$ cat config.mk
export PLATFORM = sky130hd
export DESIGN_NAME = ctau_top
export DESIGN_NICKNAME = d
export VERILOG_FILES = /design/src/rtl/ctau_pkg.sv /design/src/rtl/ctau_top.sv
export SDC_FILE = /design/constraint.sdc
export NUM_CORES = 1
export LEC_CHECK = 0
export BUFFER_PORTS_ARGS = -buffer_cell sky130_fd_sc_hd__buf_2
export CELL_PAD_IN_SITES_DETAIL_PLACEMENT = 1
export CELL_PAD_IN_SITES_GLOBAL_PLACEMENT = 2
export CORE_MARGIN = 5
export CORE_UTILIZATION = 36
export CTS_BUF_LIST = sky130_fd_sc_hd__clkbuf_4 sky130_fd_sc_hd__clkbuf_8 sky130_fd_sc_hd__clkbuf_16
export DETAILED_ROUTE_END_ITERATION = 8
export PLACE_DENSITY_LB_ADDON = 0.1
export SETUP_SLACK_MARGIN = 0.2
export SLEW_MARGIN = 20
export SYNTH_ARGS = -nofsm -noshare
export SYNTH_HDL_FRONTEND = slang
export SYNTH_SLANG_ARGS = --single-unit
$ cat constraint.sdc
create_clock -name clk_i -period 31.5 [get_ports clk_i]
set_input_delay 9.45 -clock clk_i [delete_from_list [all_inputs] [get_ports clk_i]]
set_output_delay 9.45 -clock clk_i [all_outputs]
set_load 0.03 [all_outputs]
$ cat src/rtl/ctau_pkg.sv
// constants and types shared by the clock time arithmetic unit
package ctau_pkg;

	////////////////////////////////////////////////////////////////////////////
	// operation select, pulse or continuous form chosen separately
	typedef enum logic [2:0] {
		OP_TIME_SUBTRACT = 3'h0,
		OP_HMS_TO_SECONDS = 3'h1,
		OP_HMS_TO_SECONDS_WIDE = 3'h2,
		OP_SECONDS_TO_HMS = 3'h3,
		OP_SECONDS_TO_HMS_WIDE = 3'h4
	} ctau_op_t;

	////////////////////////////////////////////////////////////////////////////
	// time arithmetic constants
	localparam logic [31:0] SEC_PER_HOUR = 32'h00000e10;
	localparam logic [31:0] SEC_PER_MIN = 32'h0000003c;
	localparam logic [31:0] HOURS_PER_DAY = 32'h00000018;
	localparam logic [31:0] SEC_PER_DAY = 32'h00015180;
	localparam logic [15:0] FIELD_MAX_MS = 16'h003b;
	// largest count whose hour word still fits a positive 16-bit value
	localparam logic [31:0] SEC_MAX_WIDE = 32'h0707ffff;
	localparam logic [15:0] ERR_CODE_RANGE = 16'h1a32;

	////////////////////////////////////////////////////////////////////////////
	// register map, word offsets
	localparam logic [2:0] REG_STATUS = 3'h0;
	localparam logic [2:0] REG_MASK = 3'h1;
	localparam logic [2:0] REG_ERROR_CODE = 3'h2;
	localparam logic [2:0] REG_FLAGS = 3'h3;
	localparam logic [2:0] REG_RESULT0 = 3'h4;
	localparam logic [2:0] REG_RESULT1 = 3'h5;
	localparam logic [2:0] REG_RESULT2 = 3'h6;

	////////////////////////////////////////////////////////////////////////////
	// status, mask and flags bit positions
	localparam int ST_DONE = 0;
	localparam int ST_BORROW = 1;
	localparam int ST_ZERO = 2;
	localparam int ST_ERROR = 3;
	localparam int ST_WIDTH = 4;

	////////////////////////////////////////////////////////////////////////////
	// reset values
	localparam logic [3:0] RST_STATUS = 4'h0;
	localparam logic [3:0] RST_MASK = 4'h0;
	localparam logic [15:0] RST_ERROR_CODE = 16'h0000;
	localparam logic [15:0] RST_WORD = 16'h0000;

	////////////////////////////////////////////////////////////////////////////
	// complete state of the unit
	typedef struct packed {
		logic en_prev;
		logic [15:0] res0;
		logic [15:0] res1;
		logic [15:0] res2;
		logic done;
		logic borrow;
		logic zero;
		logic op_err;
		logic [15:0] err_code;
		logic [3:0] status;
		logic [3:0] mask;
		logic [15:0] rdata;
		logic irq;
	} ctau_state_t;

endpackage

$ cat src/rtl/ctau_top.sv
// clock time arithmetic unit: time subtraction and h:m:s / seconds conversion
`timescale 1ns/1ps
`default_nettype none

// Function
// - subtraction operands and result are three 16-bit words: hour, minute, second
// - subtraction stores minuend minus subtrahend into the result triple
// - result below zero hours sets borrow and adds 24 hours
// - zero flag set when stored result is exactly 0:0:0
// - narrow hms-to-seconds writes total seconds into one result word
// - wide hms-to-seconds writes low half to base word, high half next
// - minute or second out of range raises error flag, code 6706
// - hms-to-seconds result is 16 or 32 bits depending on form
// - seconds-to-hms takes 16 or 32-bit seconds, gives 16-bit triple
// - seconds-to-hms writes three words; wide source high word is upper half
// - seconds source out of range raises error flag, code 6706
module ctau_top (
	// clock and reset
	input wire logic clk_i,
	input wire logic rst_i,
	// instruction sequencer
	input wire logic exec_i,
	input wire logic pulse_mode_i,
	input wire logic [2:0] op_i,
	input wire logic [15:0] op_a_hour_i,
	input wire logic [15:0] op_a_min_i,
	input wire logic [15:0] op_a_sec_i,
	input wire logic [15:0] op_b_hour_i,
	input wire logic [15:0] op_b_min_i,
	input wire logic [15:0] op_b_sec_i,
	input wire logic [15:0] src_lo_i,
	input wire logic [15:0] src_hi_i,
	// results and flags
	output logic done_o,
	output logic [15:0] res0_o,
	output logic [15:0] res1_o,
	output logic [15:0] res2_o,
	output logic borrow_o,
	output logic zero_o,
	output logic op_err_o,
	output logic [15:0] err_code_o,
	// register port
	input wire logic [2:0] addr_i,
	input wire logic [15:0] wdata_i,
	input wire logic wr_i,
	input wire logic rd_i,
	output logic [15:0] rdata_o,
	// interrupt
	output logic irq_o
);

	////////////////////////////////////////////////////////////////////////////
	// state and trigger

	ctau_pkg::ctau_state_t cur_q;
	ctau_pkg::ctau_state_t nxt_d;
	logic fire;

	// pulse forms run once on the rising edge of the command, others each cycle
	assign fire = pulse_mode_i ? (exec_i & ~cur_q.en_prev) : exec_i;

	////////////////////////////////////////////////////////////////////////////
	// next state

	always_comb begin
		logic [17:0] ds;
		logic [17:0] dm;
		logic [17:0] dh;
		logic [31:0] tot;
		logic [31:0] src;
		logic [31:0] rem;
		logic src_bad;
		logic [3:0] set_bits;
		logic bs;
		logic bm;
		ds = '0;
		dm = '0;
		dh = '0;
		tot = '0;
		src = '0;
		rem = '0;
		src_bad = 1'b0;
		set_bits = 4'h0;
		bs = 1'b0;
		bm = 1'b0;
		nxt_d = cur_q;
		nxt_d.en_prev = exec_i;
		nxt_d.done = 1'b0;
		nxt_d.rdata = ctau_pkg::RST_WORD;

		// software writes first so that hardware events below win
		if (wr_i) begin
			case (addr_i)
				ctau_pkg::REG_STATUS: begin
					nxt_d.status = cur_q.status & ~wdata_i[3:0];
				end
				ctau_pkg::REG_MASK: begin
					nxt_d.mask = wdata_i[3:0];
				end
				ctau_pkg::REG_ERROR_CODE: begin
					nxt_d.err_code = wdata_i;
				end
				default: begin
				end
			endcase
		end

		if (fire) begin
			nxt_d.done = 1'b1;
			set_bits[ctau_pkg::ST_DONE] = 1'b1;
			case (op_i)
				ctau_pkg::OP_TIME_SUBTRACT: begin
					// field-wise borrow chain, then wrap across one day
					ds = {2'b00, op_a_sec_i} - {2'b00, op_b_sec_i};
					// take each borrow before its field is corrected, or it is lost
					bs = ds[17];
					if (bs) begin
						ds = ds + ctau_pkg::SEC_PER_MIN[17:0];
					end
					dm = {2'b00, op_a_min_i} - {2'b00, op_b_min_i} - {17'h00000, bs};
					bm = dm[17];
					if (bm) begin
						dm = dm + ctau_pkg::SEC_PER_MIN[17:0];
					end
					dh = {2'b00, op_a_hour_i} - {2'b00, op_b_hour_i} - {17'h00000, bm};
					nxt_d.borrow = dh[17];
					if (dh[17]) begin
						dh = dh + ctau_pkg::HOURS_PER_DAY[17:0];
					end
					nxt_d.res0 = dh[15:0];
					nxt_d.res1 = dm[15:0];
					nxt_d.res2 = ds[15:0];
					nxt_d.zero = (dh == 18'h00000) && (dm == 18'h00000) && (ds == 18'h00000);
					nxt_d.op_err = 1'b0;
					set_bits[ctau_pkg::ST_BORROW] = nxt_d.borrow;
					set_bits[ctau_pkg::ST_ZERO] = nxt_d.zero;
				end
				ctau_pkg::OP_HMS_TO_SECONDS, ctau_pkg::OP_HMS_TO_SECONDS_WIDE: begin
					tot = 32'(op_a_hour_i) * ctau_pkg::SEC_PER_HOUR
						+ 32'(op_a_min_i) * ctau_pkg::SEC_PER_MIN
						+ 32'(op_a_sec_i);
					if ((op_a_min_i > ctau_pkg::FIELD_MAX_MS) ||
						(op_a_sec_i > ctau_pkg::FIELD_MAX_MS)) begin
						nxt_d.op_err = 1'b1;
						nxt_d.err_code = ctau_pkg::ERR_CODE_RANGE;
						set_bits[ctau_pkg::ST_ERROR] = 1'b1;
					end else begin
						nxt_d.op_err = 1'b0;
						nxt_d.res0 = tot[15:0];
						if (op_i == ctau_pkg::OP_HMS_TO_SECONDS_WIDE) begin
							nxt_d.res1 = tot[31:16];
						end
					end
				end
				ctau_pkg::OP_SECONDS_TO_HMS, ctau_pkg::OP_SECONDS_TO_HMS_WIDE: begin
					if (op_i == ctau_pkg::OP_SECONDS_TO_HMS_WIDE) begin
						src = {src_hi_i, src_lo_i};
						src_bad = src[31] || (src > ctau_pkg::SEC_MAX_WIDE);
					end else begin
						src = {{16{src_lo_i[15]}}, src_lo_i};
						src_bad = src_lo_i[15];
					end
					if (src_bad) begin
						nxt_d.op_err = 1'b1;
						nxt_d.err_code = ctau_pkg::ERR_CODE_RANGE;
						set_bits[ctau_pkg::ST_ERROR] = 1'b1;
					end else begin
						rem = src % ctau_pkg::SEC_PER_HOUR;
						tot = src / ctau_pkg::SEC_PER_HOUR;
						nxt_d.op_err = 1'b0;
						nxt_d.res0 = tot[15:0];
						tot = rem / ctau_pkg::SEC_PER_MIN;
						nxt_d.res1 = tot[15:0];
						tot = rem % ctau_pkg::SEC_PER_MIN;
						nxt_d.res2 = tot[15:0];
					end
				end
				default: begin
				end
			endcase
		end

		// sticky events: a set in the clearing cycle survives
		nxt_d.status = nxt_d.status | set_bits;
		nxt_d.irq = |(nxt_d.status & nxt_d.mask);

		if (rd_i) begin
			case (addr_i)
				ctau_pkg::REG_STATUS: nxt_d.rdata = {12'h000, cur_q.status};
				ctau_pkg::REG_MASK: nxt_d.rdata = {12'h000, cur_q.mask};
				ctau_pkg::REG_ERROR_CODE: nxt_d.rdata = cur_q.err_code;
				ctau_pkg::REG_FLAGS: nxt_d.rdata = {12'h000, cur_q.op_err, cur_q.zero,
					cur_q.borrow, 1'b0};
				ctau_pkg::REG_RESULT0: nxt_d.rdata = cur_q.res0;
				ctau_pkg::REG_RESULT1: nxt_d.rdata = cur_q.res1;
				ctau_pkg::REG_RESULT2: nxt_d.rdata = cur_q.res2;
				default: nxt_d.rdata = ctau_pkg::RST_WORD;
			endcase
		end
	end

	////////////////////////////////////////////////////////////////////////////
	// state register

	always_ff @(posedge clk_i) begin
		if (rst_i) begin
			cur_q.en_prev <= 1'b0;
			cur_q.res0 <= ctau_pkg::RST_WORD;
			cur_q.res1 <= ctau_pkg::RST_WORD;
			cur_q.res2 <= ctau_pkg::RST_WORD;
			cur_q.done <= 1'b0;
			cur_q.borrow <= 1'b0;
			cur_q.zero <= 1'b0;
			cur_q.op_err <= 1'b0;
			cur_q.err_code <= ctau_pkg::RST_ERROR_CODE;
			cur_q.status <= ctau_pkg::RST_STATUS;
			cur_q.mask <= ctau_pkg::RST_MASK;
			cur_q.rdata <= ctau_pkg::RST_WORD;
			cur_q.irq <= 1'b0;
		end else begin
			cur_q <= nxt_d;
		end
	end

	assign done_o = cur_q.done;
	assign res0_o = cur_q.res0;
	assign res1_o = cur_q.res1;
	assign res2_o = cur_q.res2;
	assign borrow_o = cur_q.borrow;
	assign zero_o = cur_q.zero;
	assign op_err_o = cur_q.op_err;
	assign err_code_o = cur_q.err_code;
	assign rdata_o = cur_q.rdata;
	assign irq_o = cur_q.irq;

	////////////////////////////////////////////////////////////////////////////
	// checks

	logic [31:0] a_tot;
	logic [31:0] b_tot;
	logic [31:0] r_tot;
	assign a_tot = 32'(op_a_hour_i) * ctau_pkg::SEC_PER_HOUR
		+ 32'(op_a_min_i) * ctau_pkg::SEC_PER_MIN + 32'(op_a_sec_i);
	assign b_tot = 32'(op_b_hour_i) * ctau_pkg::SEC_PER_HOUR
		+ 32'(op_b_min_i) * ctau_pkg::SEC_PER_MIN + 32'(op_b_sec_i);
	assign r_tot = 32'(res0_o) * ctau_pkg::SEC_PER_HOUR
		+ 32'(res1_o) * ctau_pkg::SEC_PER_MIN + 32'(res2_o);
	logic status_err_seen;
	assign status_err_seen = cur_q.status[ctau_pkg::ST_ERROR];
endmodule

`default_nettype wire

# Yosys cells after proc, flatten, opt, wreduce, memory -nomap -nowiden
# Cells that the tools add are included.
# word_totals
reg_bits,94
output_inout_bits,85
wordCells,109
# op_classes
add_sub_neg,10
multipliers,2
n_div,4
order_cmp,3
eq_ne,13
muxes,37
n_bitwise,7
n_reduce_logical,20
# ops
op,n
18-bit 2-to-1 mux,9
32-bit 2-to-1 mux,4
16-bit one-hot mux with 7 select lines,1
32-bit one-hot mux with 3 select lines,1
16-bit 2-to-1 mux,4
16-bit one-hot mux with 2 select lines,2
18-bit logical NOT,3
16-bit by 16-bit subtractor with 17-bit output,3
48-bit 2-to-1 mux,1
17-bit by 2-bit subtractor with 18-bit output,2
"32-bit by 12-bit divider with 32-bit output, second input constant",1
"32-bit by 6-bit divider with 32-bit output, second input constant",1
"16-bit by 6-bit greater-than comparator with 1-bit output, second input constant",2
"32-bit by 27-bit greater-than comparator with 1-bit output, second input constant",1
"32-bit by 12-bit remainder unit with 32-bit output, second input constant",1
"32-bit by 6-bit remainder unit with 32-bit output, second input constant",1
29-bit by 16-bit adder with 30-bit output,1
28-bit by 22-bit adder with 29-bit output,1
"16-bit by 8-bit multiplier with 24-bit output, second input constant",1
24-bit 2-to-1 mux,1
"16-bit by 4-bit multiplier with 20-bit output, second input constant",1
20-bit 2-to-1 mux,1
"17-bit by 7-bit adder with 18-bit output, second input constant",1
"18-bit by 5-bit adder with 18-bit output, second input constant",1
26 further kinds,51

# Depth between registers and ports, before layout
# logic_depth
ltp_word,15
ltp_mapped,78

# Least setup slack after synthesis
# Ideal clock, no wire load.
# synth_path
path_type,input port to flip-flop
startpoint,input op_i[1]
endpoint,register cur_q (netlist bit res2_o[4])
arrival_time_ns,27.438
required_ns,31.369
setup_slack_ns,3.931
cell_stages,72
path_buffers,8
path_cell_list,buf_2 or3b_1 buf_2 a2111oi_4 mux2i_2 nor3_4 mux2i_1 buf_2 nor2_1 a32o_1 or2_1 buf_6 or4b_4 o21a_4 a2111oi_4 nor3_1 a31oi_1 mux2_2 [... 36 more ...] a311oi_2 o21ai_1 a211o_1 a2111o_1 a21o_1 a221oi_2 nand2b_1 a31o_1 or3_1 and3_1 a21o_1 or4_4 a221oi_1 o32a_1 a32oi_1 mux2i_1 a221oi_1 nor3_1
# synth_between
elab_chain_cells,8
word_cells_on_any_way,17
cone_classes,div: 2; eq/ne: 3; mux: 8; reduce/logical: 4
# synth_lines
item,line,text
start: declaration,ctau_top.sv:24,"input wire logic [2:0] op_i,"
3-bit == test,--,
32-bit 2-to-1 mux,ctau_top.sv:156,if (op_i == ctau_pkg::OP_SECONDS_TO_HMS_WIDE) begin
32-bit 2-to-1 mux,ctau_top.sv:111,case (op_i)
32-bit 2-to-1 mux,ctau_top.sv:108,if (fire) begin
32-bit by 12-bit remainder unit with 32-bit output,ctau_top.sv:168,rem = src % ctau_pkg::SEC_PER_HOUR;
32-bit by 6-bit remainder unit with 32-bit output,ctau_top.sv:174,tot = rem % ctau_pkg::SEC_PER_MIN;
48-bit 2-to-1 mux,ctau_top.sv:163,if (src_bad) begin
16-bit one-hot mux with 2 select lines,ctau_top.sv:111,
end signal: assignment,ctau_top.sv:221,cur_q <= nxt_d;
end: declaration,ctau_top.sv:55,ctau_pkg::ctau_state_t cur_q;
# Several ways; a longest one is shown, not always the timed one. The select of a mux whose other input is x is not followed.
# A chain may end at the register's enable or synchronous reset.

# Final worst setup path
# Same ends and word-level chain as after synthesis.

==> results.md <==
* Initial antenna violation count at 2
* Clk slew on worst S/H paths at 0.07 ns
* Min-Delay Path Class: flop to flop
* Max_cap viols at 0
* Synth Area per Inst at 7.58 µm²
* Post-CTS sizing at 0
* Synth unique cells at 133
* Slowest cell on the critical path: or3b_1
* Reg2reg path depth at 17
* Sequential fraction of the synthesis area at 9.17%
* Storage cell area at 1880 µm²
* Hold buffers post-CTS at 0
* Synthesis warning total at 0
* Remaining global-route overflow at 0
* Worst path arrival time at 30.39 ns
* DIE HEIGHT at 249 µm
* First-pass GRT wire length at 127 mm
* Worst Tran Pin Value at 1.03 ns
* Worst hold path cell count at 2
* Hold Crit Endpoint: err_code_o[2]
* Setup crit end kind: flop
* Post-synth EDFFs at 0
* Worst-path fanout max at 11
* Final Max Slew Viols at 0
* Wirelength per Cell at 22.9 µm
* Worst R2R Start: cur_q[93]
* Area delta synth->final at 8.95%
* Filler cell count at 7142
* Layout cells sized above 1 at 15.2%
* Core Area at 56400 µm²
* Die area at 61900 µm²
* Crit Path Class: input port to flop
* Main flop type after synthesis: dfxtp_1
* Drc violations at 0
* CTS Buffer Depth at 2
* Most frequent cells in the layout: buf_2 (240), nor2_1 (224), inv_1 (214)
* Hold Startpoint: err_code_o[2]
* Setup violators final at 0
* Final HPWL from detailed placement at 69.6 mm
* Post-CTS Setup Inserts at 0
* Final period util at 95.9%
* Final Critical Period at 30.20 ns
* Nets at 3214
* RD Place Congestion at 0.904
* I/O Buffers at 240
* CTS tree: built
* Clock sink count at 94
* Num CTS Buffers at 9
* Worst r2r dst: irq_o
* Slew margin rel. at 30.9%
* Final worst clock skew at 0.00973 ns
* Starting Density at 36.4%
* F_max at 33.1 MHz
* Final hold slack at 0.482 ns
* Routed wire length at 81.9 mm
* Async set or reset register ratio after synthesis at 0%
* Row cnt at 87
* Vias in the first global route at 21800
* CP max stage delay at 0.61 ns
* Critical Path RT at 31.70 ns
* Initial drt markers at 982
* Status: finished, final reports clean
* Netlist Area Pre-Place at 20500 µm²
* Chip width at 249 µm
* Buf+Inv Stages, Crit Path at 1
* H-tree depth at 3
* Iteration count of the initial detailed-routing pass at 5
* Mapped Cells at 2709
* Most used cell, CP: nor2_1
* Crit start category: input port
* Vias after detailed routing at 21100
* Final hold vios at 0
* Area of the multi-input gates at 17100 µm²
* RSZ-0062 raised after global routing: no
* # IOs at 241
* Net Count, Synth at 3112
* Core Util, Final at 39.7%
* Final ANT Viol Nets at 0
* Cell area after layout at 22400 µm²
* Post-DP Area at 21800 µm²
* Worst R2R Setup Slack at 27.39 ns
* Largest net degree at the start of global routing at 71
* Total GRT Usage at 25.1%
* Commonest non-fill, non-tap cell in the layout: buf_2
* Setup TNS at 0 ns
* Delay-heaviest family, CP: compound AO/OA/AOI/OAI gates
* Clk_lat worst skew at 0.35 ns
* Synthesized flop and latch total at 94
* Via density at 5.91
* CTS root buf: clkbuf_16
-- cells by family (layout without fill, tap and decap cells) --
group,Yosys count,count (layout),share of synthesized area (%)
buffers and inverters,381,488,8.65
adder cells (fa/ha/maj),248,248,17.6
AND/OR/NAND/NOR,864,864,21.5
flip-flops,94,94,9.17
XOR/XNOR,205,205,9.08
AO/OA/AOI/OAI,871,871,31.6
other,0,1,0
multiplexers,46,46,2.40
-- cell type report --
class,instances,area share (%)
Multi-Input combinational cell,2234,76.3
Sequential cell,94,8.42
Timing Repair Buffer,257,5.94
Tap cell,756,4.23
Inverter,215,3.61
Clock buffer,10,1.07
Clock inverter,6,0.409
Antenna cell,1,0.0112
-- metal layers --
layer  track usage (%)  part of all wire [%]
met1              31.7                    44
met4              8.66                   4.0
met2              44.8                    49
met3              2.08                   3.2
met5                 0                     0
-- cells in the mapped netlist, drive strengths merged, types with 13 or more instances --
cell type / n / area, µm²
a2111oi: 13 / 210
a211oi: 32 / 293
a21boi: 13 / 97.6
a21o: 67 / 504
a21oi: 201 / 1010
a221oi: 29 / 273
a22o: 19 / 166
a22oi: 31 / 262
a31oi: 43 / 300
and2: 29 / 181
and3: 19 / 119
buf: 99 / 707
clkbuf: 67 / 262
dfxtp: 94 / 1880
fa: 69 / 1380
ha: 178 / 2230
inv: 215 / 807
mux2: 13 / 150
mux2i: 33 / 342
nand2: 195 / 732
nand2b: 30 / 188
nand3: 71 / 360
nand4: 18 / 113
nor2: 227 / 857
nor2b: 20 / 125
nor3: 100 / 569
nor3b: 14 / 110
nor4: 29 / 209
o2111ai: 15 / 131
o211ai: 19 / 158
o21a: 27 / 211
o21ai: 110 / 562
o21bai: 60 / 462
o221ai: 16 / 153
o22ai: 18 / 119
o31ai: 21 / 195
or2: 29 / 181
or3: 25 / 156
xnor2: 128 / 1170
xor2: 77 / 689
-- stage by stage --
stage | worst slack, ns | cells
final | 1.30 | 3573
after global routing | 0.160 | 3573
after CTS | 0.513 | 3572
after detailed placement | 0.212 | 3556
after global placement | 0.777 | 3556
after floorplan | 3.93 | 2709
-- flip-flops by register name, summed over array words and instances, names as in the netlist --
register / cells
err_code_o: 16
rdata_o: 16
res0_o: 16
res1_o: 16
res2_o: 16
cur_q: 9
borrow_o: 1
done_o: 1
irq_o: 1
op_err_o: 1
zero_o: 1
-- worst max path at each step --
stage                        from        end  slack [ns]  depth (start not counted)
final                     op_i[1]  res2_o[4]        1.30                         65
after global placement    op_i[1]  res2_o[4]        0.78                         63
after global routing      op_i[1]  res2_o[4]        0.16                         67
after detailed placement  op_i[1]  res2_o[4]        0.21                         63
after floorplan           op_i[1]  res2_o[4]        3.93                         72
after CTS                 op_i[1]  res2_o[4]        0.51                         63
-- worst min-delay path, cell delays in order, from the launching register on --
cell and delay, ns:
dfxtp_1 0.33, nand2_1 0.06, a21oi_1 0.05
Power is not shown: default switching activity piles up to over one toggle a cycle in this logic, so the estimate is an artifact.
